--- src/logic/tmr_pkg.sv ---
// timer 1 package: register map, field layout and types
`default_nettype none
package tmr_pkg;
  localparam int unsigned  ADDR_W     = 12;
  localparam logic [9:0]   IDX_CLKSEL = 10'h0D8;
  localparam logic [9:0]   IDX_MODE   = 10'h0DC;
  localparam logic [9:0]   IDX_COUNT  = 10'h0DD;
  localparam logic [9:0]   IDX_RELOAD = 10'h0DE;
  localparam logic [9:0]   IDX_STATUS = 10'h0E0;
  localparam logic [7:0]   RST_BYTE   = 8'h00;
  localparam int unsigned  FAST_BIT   = 3;
  localparam int unsigned  OVF_BIT    = 0;
  localparam int unsigned  IRQEN_BIT  = 1;
  localparam int unsigned  PINIRQ_BIT = 2;
  localparam logic [7:0]   MASK_256   = 8'hFF;
  localparam logic [7:0]   MASK_64    = 8'h3F;
  localparam logic [7:0]   MASK_32    = 8'h1F;
  localparam logic [7:0]   MASK_16    = 8'h0F;
  localparam logic [7:0]   PSC_FULL   = 8'hFF;
  localparam logic [3:0]   PSC_BITS   = 4'h8;
  localparam logic [1:0]   RESP_OKAY  = 2'h0;
  localparam logic [1:0]   RESP_SLVERR = 2'h2;

  // field order matches the mode register, bit 7 down to bit 0
  typedef struct packed {
    logic       run_en;
    logic [2:0] prescale_sel;
    logic       ext_clock_sel;
    logic       autoreload_en;
    logic       tone_out_en;
    logic       pwm_out_en;
  } tmr_mode_t;

  typedef enum logic [1:0] {
    WR_IDLE = 2'b01,
    WR_RESP = 2'b10
  } tmr_wr_t;

  typedef enum logic [1:0] {
    RD_IDLE = 2'b01,
    RD_DATA = 2'b10
  } tmr_rd_t;
endpackage : tmr_pkg
`default_nettype wire

--- src/logic/tmr_timer1.sv ---
// timer 1: reload counter, prescaler, event input, tone/pwm pin, axi-lite
// Functional notes
// 8-bit up counter; overflow sets sticky flag until software clears it
// each overflow loads the counter from the active reload value; code does so only with auto-reload or pwm on, else it wraps to 0x00
// without pwm, or in event mode, overflow boundary is 256 counts
// in pwm mode reload/tone bits pick boundary 256, 64, 32 or 16
// reload writes land in a holding buffer, moved to active at overflow
// software loads count and reload alike before run; later only reload
// pwm mode forces auto-reload; the reload bit then picks the boundary
// software computes load value as boundary minus interval times clock
// event mode counts falling edges of the event input pin
// event mode overflow occurs when count goes from 0xFF to 0x00
// event mode suppresses the pin's level-change wake-up
// event mode disables the pin interrupt and holds its flag at 0
// tone output toggles on each overflow, half the overflow rate
// tone enable takes the pin from gpio; clearing returns it to gpio
// overflow flag and interrupt request still work with tone active
// software keeps pwm output off while using the tone output
// count clock is instruction clock /2..256 or fast clock /1..128
// counter advances only while run enable is set, else holds
// prescale codes 0..7 pick /256 down to /2, or /128 down to /1
// pwm level goes high at overflow, low when count equals reload
// event mode ignores prescale and fast clock selection
// event pin passes a two-flop synchroniser before edge detection
// tone toggle clears on reset and holds while the timer is stopped
//
// The AXI4-Lite register port was left to the implementer.
`default_nettype none
module tmr_timer1 (
  input  wire logic                      aclk,
  input  wire logic                      aresetn,
  input  wire logic [tmr_pkg::ADDR_W-1:0] s_axi_awaddr,
  input  wire logic                      s_axi_awvalid,
  output logic                           s_axi_awready,
  input  wire logic [31:0]               s_axi_wdata,
  input  wire logic [3:0]                s_axi_wstrb,
  input  wire logic                      s_axi_wvalid,
  output logic                           s_axi_wready,
  output logic [1:0]                     s_axi_bresp,
  output logic                           s_axi_bvalid,
  input  wire logic                      s_axi_bready,
  input  wire logic [tmr_pkg::ADDR_W-1:0] s_axi_araddr,
  input  wire logic                      s_axi_arvalid,
  output logic                           s_axi_arready,
  output logic [31:0]                    s_axi_rdata,
  output logic [1:0]                     s_axi_rresp,
  output logic                           s_axi_rvalid,
  input  wire logic                      s_axi_rready,
  input  wire logic                      instr_cycle_tick,
  input  wire logic                      high_osc_tick,
  input  wire logic                      event_input_pin,
  input  wire logic                      gpio_out,
  input  wire logic                      gpio_oe,
  output logic                           tone_pwm_pin_o,
  output logic                           tone_pwm_pin_oe,
  output logic                           tmr1_irq_req,
  output logic                           event_wake_req,
  output logic                           pin_ext_irq
);
  tmr_pkg::tmr_wr_t wst_q, wst_d;
  tmr_pkg::tmr_rd_t rst_q, rst_d;
  logic [tmr_pkg::ADDR_W-1:0] awaddr_q, awaddr_d;
  logic [7:0]  wbyte_q, wbyte_d;
  logic        wlane_q, wlane_d;
  logic        aw_got_q, aw_got_d, w_got_q, w_got_d;
  logic        awready_q, awready_d, wready_q, wready_d;
  logic        bvalid_q, bvalid_d, arready_q, arready_d;
  logic        rvalid_q, rvalid_d;
  logic [1:0]  bresp_q, bresp_d, rresp_q, rresp_d;
  logic [31:0] rdata_q, rdata_d;
  logic        wr_do;
  logic [9:0]  widx;
  logic        wr_hit;

  tmr_pkg::tmr_mode_t mode_q, mode_d;
  logic        fast_q, fast_d, irqen_q, irqen_d;
  logic [7:0]  count_q, count_d, hold_q, hold_d, active_q, active_d;
  logic [7:0]  psc_q, psc_d;
  logic        flag_q, flag_d, pinflag_q, pinflag_d;
  logic        tone_q, tone_d, pwm_lvl_q, pwm_lvl_d;
  logic        ev_s1_q, ev_s2_q, ev_prev_q;
  logic        pin_o_q, pin_o_d, pin_oe_q, pin_oe_d;
  logic        irq_q, irq_d, wake_q, wake_d;
  logic [7:0]  mask, psc_full;
  logic [3:0]  psc_bits;
  logic        ev_fall, src_tick, cnt_tick, ovf, reload_on;
  logic        wr_mode, wr_count, wr_reload, wr_status, wr_clk;

  assign s_axi_awready   = awready_q;
  assign s_axi_wready    = wready_q;
  assign s_axi_bvalid    = bvalid_q;
  assign s_axi_bresp     = bresp_q;
  assign s_axi_arready   = arready_q;
  assign s_axi_rvalid    = rvalid_q;
  assign s_axi_rdata     = rdata_q;
  assign s_axi_rresp     = rresp_q;
  assign tone_pwm_pin_o  = pin_o_q;
  assign tone_pwm_pin_oe = pin_oe_q;
  assign tmr1_irq_req    = irq_q;
  assign event_wake_req  = wake_q;
  assign pin_ext_irq     = pinflag_q;

  // word index decode; misaligned or unknown addresses answer slverr
  function automatic logic known(input logic [tmr_pkg::ADDR_W-1:0] a);
    logic [9:0] i;
    i = a[tmr_pkg::ADDR_W-1:2];
    known = (a[1:0] == 2'h0) &&
            (i == tmr_pkg::IDX_CLKSEL || i == tmr_pkg::IDX_MODE ||
             i == tmr_pkg::IDX_COUNT || i == tmr_pkg::IDX_RELOAD ||
             i == tmr_pkg::IDX_STATUS);
  endfunction : known

  function automatic logic [7:0] rd_byte(input logic [9:0] i);
    logic [7:0] v;
    v = 8'h00;
    unique case (i)
      tmr_pkg::IDX_MODE:   v = mode_q;
      tmr_pkg::IDX_CLKSEL: v[tmr_pkg::FAST_BIT] = fast_q;
      tmr_pkg::IDX_COUNT:  v = count_q;
      tmr_pkg::IDX_STATUS: begin
        v[tmr_pkg::OVF_BIT]    = flag_q;
        v[tmr_pkg::IRQEN_BIT]  = irqen_q;
        v[tmr_pkg::PINIRQ_BIT] = pinflag_q;
      end
      default:             v = 8'h00;
    endcase
    rd_byte = v;
  endfunction : rd_byte

  assign widx   = awaddr_q[tmr_pkg::ADDR_W-1:2];
  assign wr_hit = known(awaddr_q);

  // address and data are taken in either order; response after both
  always_comb begin
    wst_d = wst_q;
    awaddr_d = awaddr_q;
    wbyte_d = wbyte_q;
    wlane_d = wlane_q;
    aw_got_d = aw_got_q;
    w_got_d = w_got_q;
    awready_d = awready_q;
    wready_d = wready_q;
    bvalid_d = bvalid_q;
    bresp_d = bresp_q;
    wr_do = 1'b0;
    unique case (wst_q)
      tmr_pkg::WR_IDLE: begin
        if (s_axi_awvalid && awready_q) begin
          awaddr_d = s_axi_awaddr;
          aw_got_d = 1'b1;
          awready_d = 1'b0;
        end
        if (s_axi_wvalid && wready_q) begin
          wbyte_d = s_axi_wdata[7:0];
          wlane_d = s_axi_wstrb[0];
          w_got_d = 1'b1;
          wready_d = 1'b0;
        end
        if (aw_got_q && w_got_q) begin
          wr_do = wr_hit && wlane_q;
          bresp_d = wr_hit ? tmr_pkg::RESP_OKAY : tmr_pkg::RESP_SLVERR;
          bvalid_d = 1'b1;
          aw_got_d = 1'b0;
          w_got_d = 1'b0;
          wst_d = tmr_pkg::WR_RESP;
        end
      end
      tmr_pkg::WR_RESP: begin
        if (s_axi_bready) begin
          bvalid_d = 1'b0;
          awready_d = 1'b1;
          wready_d = 1'b1;
          wst_d = tmr_pkg::WR_IDLE;
        end
      end
    endcase
  end

  always_comb begin
    rst_d = rst_q;
    arready_d = arready_q;
    rvalid_d = rvalid_q;
    rdata_d = rdata_q;
    rresp_d = rresp_q;
    unique case (rst_q)
      tmr_pkg::RD_IDLE: begin
        if (s_axi_arvalid) begin
          rdata_d = {24'h000000, rd_byte(s_axi_araddr[tmr_pkg::ADDR_W-1:2])};
          rresp_d = known(s_axi_araddr) ? tmr_pkg::RESP_OKAY
                                        : tmr_pkg::RESP_SLVERR;
          if (!known(s_axi_araddr)) rdata_d = 32'h00000000;
          rvalid_d = 1'b1;
          arready_d = 1'b0;
          rst_d = tmr_pkg::RD_DATA;
        end
      end
      tmr_pkg::RD_DATA: begin
        if (s_axi_rready) begin
          rvalid_d = 1'b0;
          arready_d = 1'b1;
          rst_d = tmr_pkg::RD_IDLE;
        end
      end
    endcase
  end

  always_ff @(posedge aclk) begin
    if (!aresetn) begin
      wst_q <= tmr_pkg::WR_IDLE;
      rst_q <= tmr_pkg::RD_IDLE;
      awaddr_q <= '0;
      wbyte_q <= 8'h00;
      wlane_q <= 1'b0;
      aw_got_q <= 1'b0;
      w_got_q <= 1'b0;
      awready_q <= 1'b1;
      wready_q <= 1'b1;
      bvalid_q <= 1'b0;
      bresp_q <= 2'h0;
      arready_q <= 1'b1;
      rvalid_q <= 1'b0;
      rdata_q <= 32'h00000000;
      rresp_q <= 2'h0;
    end else begin
      wst_q <= wst_d;
      rst_q <= rst_d;
      awaddr_q <= awaddr_d;
      wbyte_q <= wbyte_d;
      wlane_q <= wlane_d;
      aw_got_q <= aw_got_d;
      w_got_q <= w_got_d;
      awready_q <= awready_d;
      wready_q <= wready_d;
      bvalid_q <= bvalid_d;
      bresp_q <= bresp_d;
      arready_q <= arready_d;
      rvalid_q <= rvalid_d;
      rdata_q <= rdata_d;
      rresp_q <= rresp_d;
    end
  end

  assign wr_mode   = wr_do && widx == tmr_pkg::IDX_MODE;
  assign wr_clk    = wr_do && widx == tmr_pkg::IDX_CLKSEL;
  assign wr_count  = wr_do && widx == tmr_pkg::IDX_COUNT;
  assign wr_reload = wr_do && widx == tmr_pkg::IDX_RELOAD;
  assign wr_status = wr_do && widx == tmr_pkg::IDX_STATUS;

  always_comb begin
    ev_fall = ev_prev_q && !ev_s2_q;
    // prescaler width: fast clock /2^(7-sel), instruction clock one more
    psc_bits = {1'b0, ~mode_q.prescale_sel} + {3'h0, !fast_q};
    psc_full = tmr_pkg::PSC_FULL >> (tmr_pkg::PSC_BITS - psc_bits);
    src_tick = fast_q ? high_osc_tick : instr_cycle_tick;
    cnt_tick = mode_q.run_en && (mode_q.ext_clock_sel ? ev_fall
               : src_tick && ((psc_q & psc_full) == psc_full));
    mask = tmr_pkg::MASK_256;
    if (mode_q.pwm_out_en && !mode_q.ext_clock_sel) begin
      unique case ({mode_q.autoreload_en, mode_q.tone_out_en})
        2'b00:   mask = tmr_pkg::MASK_256;
        2'b01:   mask = tmr_pkg::MASK_64;
        2'b10:   mask = tmr_pkg::MASK_32;
        2'b11:   mask = tmr_pkg::MASK_16;
      endcase
    end
    ovf = cnt_tick && ((count_q & mask) == mask);
    reload_on = mode_q.autoreload_en || mode_q.pwm_out_en;
  end

  always_comb begin
    mode_d = wr_mode ? tmr_pkg::tmr_mode_t'(wbyte_q) : mode_q;
    fast_d = wr_clk ? wbyte_q[tmr_pkg::FAST_BIT] : fast_q;
    irqen_d = wr_status ? wbyte_q[tmr_pkg::IRQEN_BIT] : irqen_q;
    psc_d = (mode_q.run_en && !mode_q.ext_clock_sel && src_tick)
            ? psc_q + 8'h01 : psc_q;
    if (!mode_q.run_en) psc_d = 8'h00;
    // a software count write wins over the timer in the same cycle
    count_d = count_q;
    if (wr_count) count_d = wbyte_q;
    else if (ovf && reload_on) count_d = active_q;
    else if (cnt_tick) count_d = count_q + 8'h01;
    hold_d = wr_reload ? wbyte_q : hold_q;
    // stopped timer takes the holding value so the first reload is right
    active_d = (ovf || !mode_q.run_en) ? hold_q : active_q;
    // set wins over clear; writing 0 to the flag clears it
    flag_d = ovf || (flag_q &&
             !(wr_status && !wbyte_q[tmr_pkg::OVF_BIT]));
    pinflag_d = !mode_q.ext_clock_sel && (ev_fall || (pinflag_q &&
                !(wr_status && !wbyte_q[tmr_pkg::PINIRQ_BIT])));
    tone_d = ovf ? !tone_q : tone_q;
    pwm_lvl_d = pwm_lvl_q;
    if (ovf) pwm_lvl_d = 1'b1;
    else if (mode_q.run_en && mode_q.pwm_out_en &&
             ((count_q & mask) == (active_q & mask))) pwm_lvl_d = 1'b0;
    // pwm has priority on the shared pin, then tone; gpio owns it otherwise
    pin_o_d = mode_q.pwm_out_en ? pwm_lvl_q
            : mode_q.tone_out_en ? tone_q : gpio_out;
    pin_oe_d = (mode_q.pwm_out_en || mode_q.tone_out_en) || gpio_oe;
    irq_d = flag_q && irqen_q;
    wake_d = !mode_q.ext_clock_sel && (ev_s2_q != ev_prev_q);
  end

  always_ff @(posedge aclk) begin
    if (!aresetn) begin
      mode_q <= tmr_pkg::tmr_mode_t'(tmr_pkg::RST_BYTE);
      fast_q <= 1'b0;
      irqen_q <= 1'b0;
      count_q <= tmr_pkg::RST_BYTE;
      hold_q <= tmr_pkg::RST_BYTE;
      active_q <= tmr_pkg::RST_BYTE;
      psc_q <= 8'h00;
      flag_q <= 1'b0;
      pinflag_q <= 1'b0;
      tone_q <= 1'b0;
      pwm_lvl_q <= 1'b1;
      ev_s1_q <= 1'b1;
      ev_s2_q <= 1'b1;
      ev_prev_q <= 1'b1;
      pin_o_q <= 1'b0;
      pin_oe_q <= 1'b0;
      irq_q <= 1'b0;
      wake_q <= 1'b0;
    end else begin
      mode_q <= mode_d;
      fast_q <= fast_d;
      irqen_q <= irqen_d;
      count_q <= count_d;
      hold_q <= hold_d;
      active_q <= active_d;
      psc_q <= psc_d;
      flag_q <= flag_d;
      pinflag_q <= pinflag_d;
      tone_q <= tone_d;
      pwm_lvl_q <= pwm_lvl_d;
      ev_s1_q <= event_input_pin;
      ev_s2_q <= ev_s1_q;
      ev_prev_q <= ev_s2_q;
      pin_o_q <= pin_o_d;
      pin_oe_q <= pin_oe_d;
      irq_q <= irq_d;
      wake_q <= wake_d;
    end
  end
endmodule : tmr_timer1
`default_nettype wire

--- config.mk ---
export PLATFORM = sky130hd
export DESIGN_NAME = tmr_timer1
export DESIGN_NICKNAME = d
export VERILOG_FILES = /design/src/logic/tmr_pkg.sv /design/src/logic/tmr_timer1.sv
export SDC_FILE = /design/constraint.sdc
export NUM_CORES = 1
export LEC_CHECK = 0
export ABC_AREA = 1
export BUFFER_PORTS_ARGS = -buffer_cell sky130_fd_sc_hd__buf_2
export CAP_MARGIN = 5
export CORE_MARGIN = 2
export CORE_UTILIZATION = 40
export CTS_CLUSTER_DIAMETER = 80
export CTS_CLUSTER_SIZE = 16
export DETAILED_ROUTE_END_ITERATION = 12
export PLACE_DENSITY = 0.7
export REMOVE_ABC_BUFFERS = 1
export SLEW_MARGIN = 20
export SYNTH_ARGS = -nofsm -noshare
export SYNTH_HDL_FRONTEND = slang
export SYNTH_SLANG_ARGS = --single-unit
--- constraint.sdc ---
create_clock -name aclk -period 3.4 [get_ports aclk]
set_input_delay 0.34 -clock aclk [delete_from_list [all_inputs] [get_ports aclk]]
set_output_delay 0.34 -clock aclk [all_outputs]
set_load 0.01 [all_outputs]
==> results of run 1 <==
==> cell usage in the layout (no fill, tap or decap), drive strengths merged <==
cell type,n
nor3,19
nand3b,1
o211ai,2
nand4,20
o21ai,55
xnor2,1
a211oi,3
inv,89
nor4,3
nor2,76
nand2,110
a41oi,1
clkinv,7
clkinvlp,1
buf,67
a21oi,60
or2,7
clkbuf,10
ha,7
or3,1
nand3,46
o21a,1
conb,26
o22ai,3
o311a,1
o221ai,3
o2111ai,1
xor2,4
bufinv,3
dfxtp,92
==> final cells by class <==
class,count,area [um^2],share of cell area [%]
Multi-Input combinational cell,451,2270,42.5
Timing Repair Buffer,67,343,6.43
Clock buffer,10,239,4.48
Tap cell,143,179,3.35
Sequential cell,92,1840,34.5
Clock inverter,6,111,2.09
Inverter,94,353,6.62
==> worst max-delay path, stage by stage, from the launching register on <==
cell and delay [ns]:
sky130_fd_sc_hd__dfxtp_1 0.40, sky130_fd_sc_hd__ha_1 0.18, sky130_fd_sc_hd__ha_1 0.17, sky130_fd_sc_hd__inv_1 0.05, sky130_fd_sc_hd__ha_1 0.34, sky130_fd_sc_hd__inv_1 0.07, sky130_fd_sc_hd__nand4_1 0.09, sky130_fd_sc_hd__nand2_1 0.06
sky130_fd_sc_hd__nor2_1 0.10, sky130_fd_sc_hd__nand3_1 0.13, sky130_fd_sc_hd__nand2_1 0.16, sky130_fd_sc_hd__nand2_2 0.16, sky130_fd_sc_hd__nor2_1 0.46, sky130_fd_sc_hd__nand3_1 0.18, sky130_fd_sc_hd__a21oi_2 0.15
==> kinds of logic after synthesis <==
group	share of synthesized area [%]
other	0.0805
and+or+nand+nor	28.1
buffers and inverters	13.8
adders and majority gates	1.88
DFF	39.6
xor gates and xnor gates	0.941
AOI/OAI and AO/OA	15.7
==> power breakdown <==
part / switching [W] / internal [W]
Clock: 0.000410 / 0.000738
Combinational: 0.000149 / 0.0000766
Sequential: 0.0000448 / 0.00114
Total: 0.000603 / 0.00195
==> routing by layer <==
layer	GRT usage (%)	wire length, um	vias to the layer above
met5	0	0	-
met4	3.37	73	0
met3	5.44	693	6
met2	26.7	4390	112
met1	23.8	5350	1803
li1	-	-	2211
==> flip-flops by register name, summed over array words and instances (netlist names), 2 cells and up <==
name and cells:
awaddr_q 12, active_q 8, count_q 8, hold_q 8, mode_q 8, psc_q 8, s_axi_rdata 8, wbyte_q 8
rst_q 2, wst_q 2
==> metrics by stage <==
stage	hold slack (ns)	cells	area (um^2)
after global placement	0.397	847	4980
after global routing	0.197	863	5330
after CTS	0.188	863	5330
after floorplan	0.393	637	4460
after detailed placement	0.409	847	4980
final	0.195	863	5330
==> path summary, 6_finish.rpt <==
| path | slack [ns] | start | depth (start not counted) | endpoint |
|---|---|---|---|---|
| worst max-delay path | 0.63 | mode_q[4]$_SDFFE_PN0P_ | 14 | count_q[5]$_SDFFE_PN0P_ |
| worst min-delay path | 0.19 | event_input_pin | 2 | ev_s1_q$_SDFF_PN1_ |
| worst max register to register | 0.63 | mode_q[4]$_SDFFE_PN0P_ | 14 | count_q[5]$_SDFFE_PN0P_ |
| worst min register to register | 0.42 | ev_s1_q$_SDFF_PN1_ | 1 | ev_s2_q$_SDFF_PN1_ |
==> impl_summary.txt, run 1 <==
----------------------------------------------------
[Route]
  Detailed-routing iteration count for the pre-antenna-repair pass ... 5
  Total number of vias ... roughly 4,100
  Final routed DRC violation total ... 0
  Via density per instance ... around 4.8
  Number of nets with antenna violations after detailed routing ... 0
  Total Wirelength ... roughly 11,000 um
  Average wire per standard cell ... 12.2 um
  Detailed router's first-iteration violation count ... 203

[Run status]
  Result of the run ... completed

[GRT]
  Global-route wire length before repair ... 17,700 um
  Grt total ovfl ... 0
  Maximum number of pins on one net before global-route repair ... 50
  Initial antenna violation count ... 0
  Vias in the first global route ... 3,778
  Overall global routing resource usage ... ~17%

[Floorplan]
  Core Area ... around 0.011 mm^2
  DIE WIDTH ... 112 um
  Initial standard-cell utilization of the core ... 40.9%
  Die span in y ... about 110 um
  Die area ... 0.0125 mm^2
  Site Rows ... 39
  Ports placed on the boundary ... 118

[Clock network]
  Clock transition time at the flip-flop clock pins of the worst setup and hold paths ... 0.06 ns
  H-tree depth ... 3
  Latest clock arrival within the worst-skew pair ... 0.35 ns
  Hold buffer count at cts ... 0
  Post-CTS repair timing setup buffer count ... 0
  CTS Buffer Depth ... 2
  Inserted Clock Buffers ... 9
  # clock sinks ... 92
  Resized cells post-CTS ... 0
  Cell at the root of the clock tree ... sky130_fd_sc_hd__clkbuf_16
  Clock tree from TritonCTS ... built

[STA]
  Final TNS setup ... 0 ns
  Final worst clock skew ... ~0.0084 ns
  Relative max-transition margin ... 33.4%
  Share of the clock period used by the worst path ... 81.5%
  Final setup slack of the worst path ... about 0.63 ns
  Minimum period implied by the final worst setup slack ... 2.77 ns
  Final Hold Violating Endpoints ... 0
  Maximum clock frequency ... 361 MHz
  Number of pins with negative max-slew slack in the final report ... 0
  Final count of negative-setup-slack endpoints ... 0
  Pin slew with the least headroom to its limit ... 0.998 ns
  Setup repair after global routing missed its margin ... false

[Place]
  Worst Setup Slack post-DPL ... 0.657 ns
  Number of buffer cells added on primary ports ... 64
  Detail Placement HPWL ... 7710 um
  Weighted congestion at the end of routability-driven global placement ... 0.868

[Finish]
  Ant. Diodes ... 0
  Area added between synthesis and finish ... 14.6%
  Number of nets in the layout ... 794
  Finished Core Util ... 46.9%
  Share of layout cells above drive strength 1 ... roughly 16%
  Count of fill cells added during filler insertion ... 1,169

[Synth]
  Synthesized instance count ... 653
  Register area share after synthesis ... 39.6%
  FF+latch count, synth ... 92
  Number of flops mapped to enable cells by yosys ... 0
  Leading cell type by number of instances after synthesis ... sky130_fd_sc_hd__nand2_1
  Post-synth top flop ... sky130_fd_sc_hd__dfxtp_1
  Largest cells by area after synthesis ... sky130_fd_sc_hd__dfxtp_1 40%, sky130_fd_sc_hd__nand2_1 8.5%, sky130_fd_sc_hd__inv_1 7.1%
  Total number of yosys warnings ... 0
  Top cell type's share of synthesized area ... roughly two fifths
  Yosys cell types ... 43
  Synth area leader ... sky130_fd_sc_hd__dfxtp_1
  Synth top cells by count ... 105 x sky130_fd_sc_hd__nand2_1, 92 x sky130_fd_sc_hd__dfxtp_1, 88 x sky130_fd_sc_hd__inv_1, 72 x sky130_fd_sc_hd__nor2_1, 52 x sky130_fd_sc_hd__a21oi_1
  Share of flip-flops with an asynchronous set or reset after synthesis ... 0%
  Netlist area before placement ... approximately 0.0047 mm^2
  Avg Cell Area, Syn ... 7.13 um^2

[Power and ir drop]
  Ratio of total power to cell area ... 479 mW/mm^2
  Leakage power total ... 2.36 nW
  Maximum vdd drop ... between 0.0003 and 0.0004 V
  Final total power ... 0.00255 W

[Worst setup path]
  Critical Path AT ... 3.03 ns
  Data required time of the critical path ... 3.66 ns
  Crit. End Element ... register
  Highest fanout seen on the critical path ... 9
  Kind of start point of the critical path ... register
  Category of the most critical setup path ... register to register

[Min path]
  Worst min-delay path category ... primary input to register

[Flow run]
  Max-cap violation count ... 0

----------------------------------------------------
No activity file was read; power rests on OpenSTA's default activity.
==> run 2: changes to the inputs <==
PLACE_DENSITY = 0.72   (was 0.7)
clock period = 2.3 ns   (was 3.4 ns; I/O delays follow)
==> run 2 against run 1 <==
Hold slack worse by 0.12 ns. Clock power is 33% higher. Routed wire length is 3.6% higher. Combinational power is 49% higher. Critical endpoint is now count_q[0]$_SDFFE_PN0P_. Largest cell class unchanged. Highest routed layer unchanged.
==> impl_summary.txt, run 2 (synthesis gave the netlist of run 1 again) <==
----------------------------------------------------
[Floorplan]
  Initial standard-cell utilization of the core ... 40.9%
  DIE WIDTH ... 112 um
  Die area ... around 0.013 mm^2
  Core Area ... 0.0114 mm^2
  Die span in y ... 112 um
  Ports placed on the boundary ... 118
  Site Rows ... 39

[STA]
  Relative max-transition margin ... 65.9%
  Share of the clock period used by the worst path ... between 90% and 100%
  Worst Hold Margin ... 0.0725 ns
  Final TNS setup ... 0 ns
  Minimum period implied by the final worst setup slack ... 2.15 ns
  Final Hold Violating Endpoints ... 0
  Setup repair after global routing missed its margin ... true
  Final count of negative-setup-slack endpoints ... 0
  Pin slew with the least headroom to its limit ... 0.507 ns
  Final setup slack of the worst path ... 0.152 ns
  Final worst clock skew ... between 0.007 and 0.008 ns
  Maximum clock frequency ... 465 MHz
  Number of pins with negative max-slew slack in the final report ... 0

[Finish]
  Share of layout cells above drive strength 1 ... 19.7%
  Highest-count cells in the layout ignoring fill and taps ... 104 x sky130_fd_sc_hd__nand2_1, 90 x sky130_fd_sc_hd__dfxtp_1, 88 x sky130_fd_sc_hd__inv_1, 70 x sky130_fd_sc_hd__nor2_1, 64 x sky130_fd_sc_hd__buf_2
  Ant. Diodes ... 0
  Count of fill cells added during filler insertion ... 1,145
  Final design instance area without fill ... 0.00551 mm^2
  Finished Core Util ... 48.4%
  Most common cell after layout, fill and taps aside ... sky130_fd_sc_hd__nand2_1
  Number of nets in the layout ... 811
  Top register by number of flip-flops ... awaddr_q
  Max reg flops ... 12
  Area added between synthesis and finish ... 18.3%

[Worst setup path]
  Worst reg2reg path startpoint ... mode_q[4]$_SDFFE_PN0P_
  Data required time of the critical path ... 2.58 ns
  Category of the most critical setup path ... register to register
  Worst-case reg-to-reg path depth ... 15
  Critical Path AT ... 2.43 ns
  Highest fanout seen on the critical path ... 8
  Crit. End Element ... register
  Setup slack on the worst flop-to-flop path ... 0.15 ns
  Destination of the worst register-to-register timing path ... count_q[0]$_SDFFE_PN0P_
  Kind of start point of the critical path ... register

[Route]
  Average wire per standard cell ... around 12 um
  Detailed router's first-iteration violation count ... around 270
  Total Wirelength ... between 10,000 and 15,000 um
  Detailed-routing iteration count for the pre-antenna-repair pass ... 4
  Via density per instance ... 4.89
  Final routed DRC violation total ... 0
  Total number of vias ... 4,301
  Number of nets with antenna violations after detailed routing ... 0

[Place]
  Number of buffer cells added on primary ports ... 64
  Worst Setup Slack post-DPL ... 0.0433 ns
  Detail Placement HPWL ... ~8300 um
  Weighted congestion at the end of routability-driven global placement ... 0.950
  Placed Instance Area ... a little over 0.005 mm^2

[Clock network]
  CTS Buffer Depth ... 2
  Inserted Clock Buffers ... 9
  Latest clock arrival within the worst-skew pair ... 0.34 ns
  # clock sinks ... 92
  Clock tree from TritonCTS ... built
  Cell at the root of the clock tree ... sky130_fd_sc_hd__clkbuf_16
  Hold buffer count at cts ... 0
  H-tree depth ... 3
  Clock transition time at the flip-flop clock pins of the worst setup and hold paths ... 0.07 ns

[GRT]
  Vias in the first global route ... 4,040
  Overall global routing resource usage ... roughly 18%
  Global-route wire length before repair ... between 15,000 and 20,000 um
  Maximum number of pins on one net before global-route repair ... 30
  Grt total ovfl ... 0
  Initial antenna violation count ... 0

[Min path]
  Endpoint of the worst hold path ... ev_s1_q$_SDFF_PN1_
  Worst hold path startpoint ... event_input_pin
  Worst min-delay path category ... primary input to register
  Worst Hold Path Cells ... 2

[Run status]
  Result of the run ... completed

[Power and ir drop]
  Leakage power total ... around 2.4 nW
  Ratio of total power to cell area ... ~660 mW/mm^2
  Maximum vdd drop ... 0.000359 V

[Flow run]
  Max-cap violation count ... 0

----------------------------------------------------
==> run 2: per-stage QoR <==
stage | std cells | total power [W]
detailed placement | 863 | 0.00212
global route | 880 | 0.00379
floorplan | 637 | 0.00197
CTS | 879 | 0.00365
global placement | 863 | 0.00212
finish | 880 | 0.00362
==> run 2: report_power, final <==
part           total [W]  internal (W)  switching, W  leakage, nW
logic           0.000336      0.000118      0.000218         1.53
registers        0.00175       0.00168     0.0000729        0.750
clock network    0.00153      0.000882      0.000650        0.146
==> run 2: final cells by class <==
class,instances,area [um^2],area share [%]
clock inverter,6,71.3,1.29
multi-input combinational,451,2350,42.7
tap,143,179,3.25
timing repair buffer,84,470,8.54
sequential,92,1840,33.5
inverter,94,353,6.41
clock buffer,10,239,4.34
==> run 2: what timing repair did <==
item	in CTS	in global routing
endpoints found under the setup margin	0	19
setup buffers	0	1
gates resized for setup	0	19
==> run 2: per-layer routing <==
layer  vias up  GRT usage, %  routed length (um)
li1       2242             -                   -
met1      1940          23.3                5030
met2       106          28.8                4980
met3        13          4.03                 706
met4         0          6.58                 174
met5         -             0                   0
==> run 2: critical path, stage by stage, from the launching register on <==
cell,delay [ns]
sky130_fd_sc_hd__dfxtp_2,0.35
sky130_fd_sc_hd__ha_4,0.14
sky130_fd_sc_hd__ha_4,0.12
sky130_fd_sc_hd__inv_1,0.06
sky130_fd_sc_hd__ha_4,0.30
sky130_fd_sc_hd__nand2_1,0.07
sky130_fd_sc_hd__nand3_1,0.06
sky130_fd_sc_hd__nand2_1,0.07
sky130_fd_sc_hd__nor2_2,0.11
sky130_fd_sc_hd__nand3_2,0.12
sky130_fd_sc_hd__nand2_2,0.12
sky130_fd_sc_hd__nand2_2,0.08
sky130_fd_sc_hd__nor2_1,0.10
sky130_fd_sc_hd__buf_4,0.17
sky130_fd_sc_hd__nand3_1,0.11
sky130_fd_sc_hd__a21oi_2,0.12
==> run 2: worst max-delay path by stage <==
| stage | startpoint | to | slack [ns] | depth (start not counted) |
|---|---|---|---|---|
| 3_5_place_dp | fast_q$_SDFFE_PN0P_ | count_q[0]$_SDFFE_PN0P_ | 0.04 | 15 |
| 6_report | mode_q[4]$_SDFFE_PN0P_ | count_q[0]$_SDFFE_PN0P_ | 0.15 | 15 |
| 3_3_place_gp | fast_q$_SDFFE_PN0P_ | count_q[6]$_SDFFE_PN0P_ | 0.08 | 15 |
| 4_1_cts | fast_q$_SDFFE_PN0P_ | count_q[0]$_SDFFE_PN0P_ | 0.03 | 15 |
| 5_1_grt | mode_q[4]$_SDFFE_PN0P_ | count_q[1]$_SDFFE_PN0P_ | -0.05 | 15 |
| 2_1_floorplan | mode_q[4]$_SDFFE_PN0P_ | count_q[0]$_SDFFE_PN0P_ | 0.05 | 14 |
==> run 3: changes to the inputs <==
CORE_UTILIZATION = 25   (was 40)
PLACE_DENSITY = 0.52   (was 0.72)
==> run 3 against run 2 <==
Count of clock-buffer cells in the layout shrank 1. Critical endpoint is now count_q[1]$_SDFFE_PN0P_. Setup slack lost 0.028 ns. Highest routed layer unchanged. Cell count grew 10%.
==> impl_summary.txt, run 3 (synthesis gave the netlist of run 1 again) <==
----------------------------------------------------
[Run status]
  Result of the run ... completed

[Floorplan]
  Core Area ... 0.0181 mm^2
  Die area ... ~0.020 mm^2
  Site Rows ... 49
  DIE WIDTH ... about 140 um
  Ports placed on the boundary ... 118
  Initial standard-cell utilization of the core ... 25.7%
  Die span in y ... 140 um

[Finish]
  Final design instance area without fill ... 0.00562 mm^2
  Max reg flops ... 12
  Most common cell after layout, fill and taps aside ... sky130_fd_sc_hd__nand2_1
  Top register by number of flip-flops ... awaddr_q
  Ant. Diodes ... 0
  Share of layout cells above drive strength 1 ... 20.0%
  Count of fill cells added during filler insertion ... between 2,000 and 2,500
  Area added between synthesis and finish ... 20.8%
  Highest-count cells in the layout ignoring fill and taps ... 104 x sky130_fd_sc_hd__nand2_1, 90 x sky130_fd_sc_hd__dfxtp_1, 86 x sky130_fd_sc_hd__inv_1, 70 x sky130_fd_sc_hd__nor2_1, 64 x sky130_fd_sc_hd__buf_2
  Number of nets in the layout ... 814
  Finished Layout Cells ... 969

[Min path]
  Worst min-delay path category ... primary input to register
  Worst Hold Path Cells ... 2

[Route]
  Total number of vias ... 4,235
  Average wire per standard cell ... 12.6 um
  Total Wirelength ... 12,200 um
  Final routed DRC violation total ... 0
  Via density per instance ... 4.37
  Detailed router's first-iteration violation count ... 176
  Number of nets with antenna violations after detailed routing ... 0
  Detailed-routing iteration count for the pre-antenna-repair pass ... 4

[STA]
  Maximum clock frequency ... 460 MHz
  Minimum period implied by the final worst setup slack ... 2.18 ns
  Pin slew with the least headroom to its limit ... 0.773 ns
  Share of the clock period used by the worst path ... about 95%
  Final Hold Violating Endpoints ... 0
  Final count of negative-setup-slack endpoints ... 0
  Final TNS setup ... 0 ns
  Final worst clock skew ... around 0.014 ns
  Final setup slack of the worst path ... 0.124 ns
  Relative max-transition margin ... 48.4%
  Number of pins with negative max-slew slack in the final report ... 0

[Worst setup path]
  Highest fanout seen on the critical path ... 8
  Worst-case reg-to-reg path depth ... 14
  Data required time of the critical path ... 2.52 ns
  Critical Path AT ... between 2 and 2.5 ns
  Category of the most critical setup path ... register to register
  Kind of start point of the critical path ... register
  Crit. End Element ... register

[Place]
  Weighted congestion at the end of routability-driven global placement ... 0.819
  Detail Placement HPWL ... 9050 um
  Placed cell count ... 952
  Number of buffer cells added on primary ports ... 64
  Placed Instance Area ... about 0.0052 mm^2
  Worst Setup Slack post-DPL ... -0.0298 ns

[Power and ir drop]
  Ratio of total power to cell area ... 636 mW/mm^2
  Maximum vdd drop ... 0.000390 V
  Final total power ... 0.00358 W
  Leakage power total ... roughly 2.4 nW

[GRT]
  Grt total ovfl ... 0
  Global-route wire length before repair ... a little under 20,000 um
  Vias in the first global route ... 3,916
  Initial antenna violation count ... 0
  Overall global routing resource usage ... 12.3%
  Maximum number of pins on one net before global-route repair ... 50

[Clock network]
  CTS Buffer Depth ... 2
  Latest clock arrival within the worst-skew pair ... 0.36 ns
  H-tree depth ... 3
  Clock transition time at the flip-flop clock pins of the worst setup and hold paths ... 0.08 ns
  Clock tree from TritonCTS ... built
  Hold buffer count at cts ... 0
  Inserted Clock Buffers ... 9
  # clock sinks ... 92
  Cell at the root of the clock tree ... sky130_fd_sc_hd__clkbuf_16

[Flow run]
  Max-cap violation count ... 0

----------------------------------------------------
==> run 3: cell count changes in the layout (fill, tap and decap cells not counted), sizes merged <==
cell,delta
clkbuf,-1
inv,+3
buf,+2
nand2,+1
bufinv,-1
clkinvlp,-1
==> run 3: final timing paths <==
kind                           from                      end  slack [ns]
max          mode_q[4]$_SDFFE_PN0P_  count_q[1]$_SDFFE_PN0P_        0.12
min reg2reg      ev_s1_q$_SDFF_PN1_       ev_s2_q$_SDFF_PN1_        0.41
max reg2reg  mode_q[4]$_SDFFE_PN0P_  count_q[1]$_SDFFE_PN0P_        0.12
min                 event_input_pin       ev_s1_q$_SDFF_PN1_        0.07
==> run 3: stage by stage <==
step           util, %  hold slack (ns)
5_1_grt           31.0           0.0795
6_report          31.0           0.0671
3_3_place_gp      28.8            0.395
3_5_place_dp      28.8            0.397
4_1_cts           30.6           0.0606
2_1_floorplan        -            0.299
==> run 3: timing repair <==
item,in CTS,in global routing
gates resized for setup,2,22
endpoints found under the setup margin,13,19
pin swaps,0,4
cloned,0,1
buffers inserted,0,0
==> run 3: layer usage <==
layer	routed length (um)	GRT usage, %
met2	5490	19.6
met5	0	0
met4	171	4.89
met1	6090	16.4
met3	404	2.70
==> run 3: cell type report <==
cell class	instances	area, um^2	area share (%)
clock inverters	7	65.1	1.16
multi-input cells	452	2350	41.8
well taps	229	287	5.09
clock buffers	9	225	4.00
inverters	94	353	6.27
repair buffers	86	497	8.83
flip-flops and latches	92	1840	32.8
==> run 3: power breakdown <==
| group | switching (W) | internal (W) |
|---|---|---|
| logic | 0.000226 | 0.000123 |
| registers | 0.0000756 | 0.00168 |
| clock network | 0.000716 | 0.000762 |
| total | 0.00102 | 0.00256 |
==> run 3: critical path: stages (launching register included) <==
cell	delay [ns]
sky130_fd_sc_hd__dfxtp_2	0.36
sky130_fd_sc_hd__ha_4	0.15
sky130_fd_sc_hd__ha_4	0.12
sky130_fd_sc_hd__inv_2	0.04
sky130_fd_sc_hd__ha_4	0.28
sky130_fd_sc_hd__o21ai_0	0.08
sky130_fd_sc_hd__nand3_1	0.07
sky130_fd_sc_hd__nand2_1	0.06
sky130_fd_sc_hd__nor2_2	0.12
sky130_fd_sc_hd__nand3_2	0.12
sky130_fd_sc_hd__a21oi_4	0.22
sky130_fd_sc_hd__buf_6	0.15
sky130_fd_sc_hd__nand4_1	0.07
sky130_fd_sc_hd__nand3_1	0.11
sky130_fd_sc_hd__a21oi_1	0.06
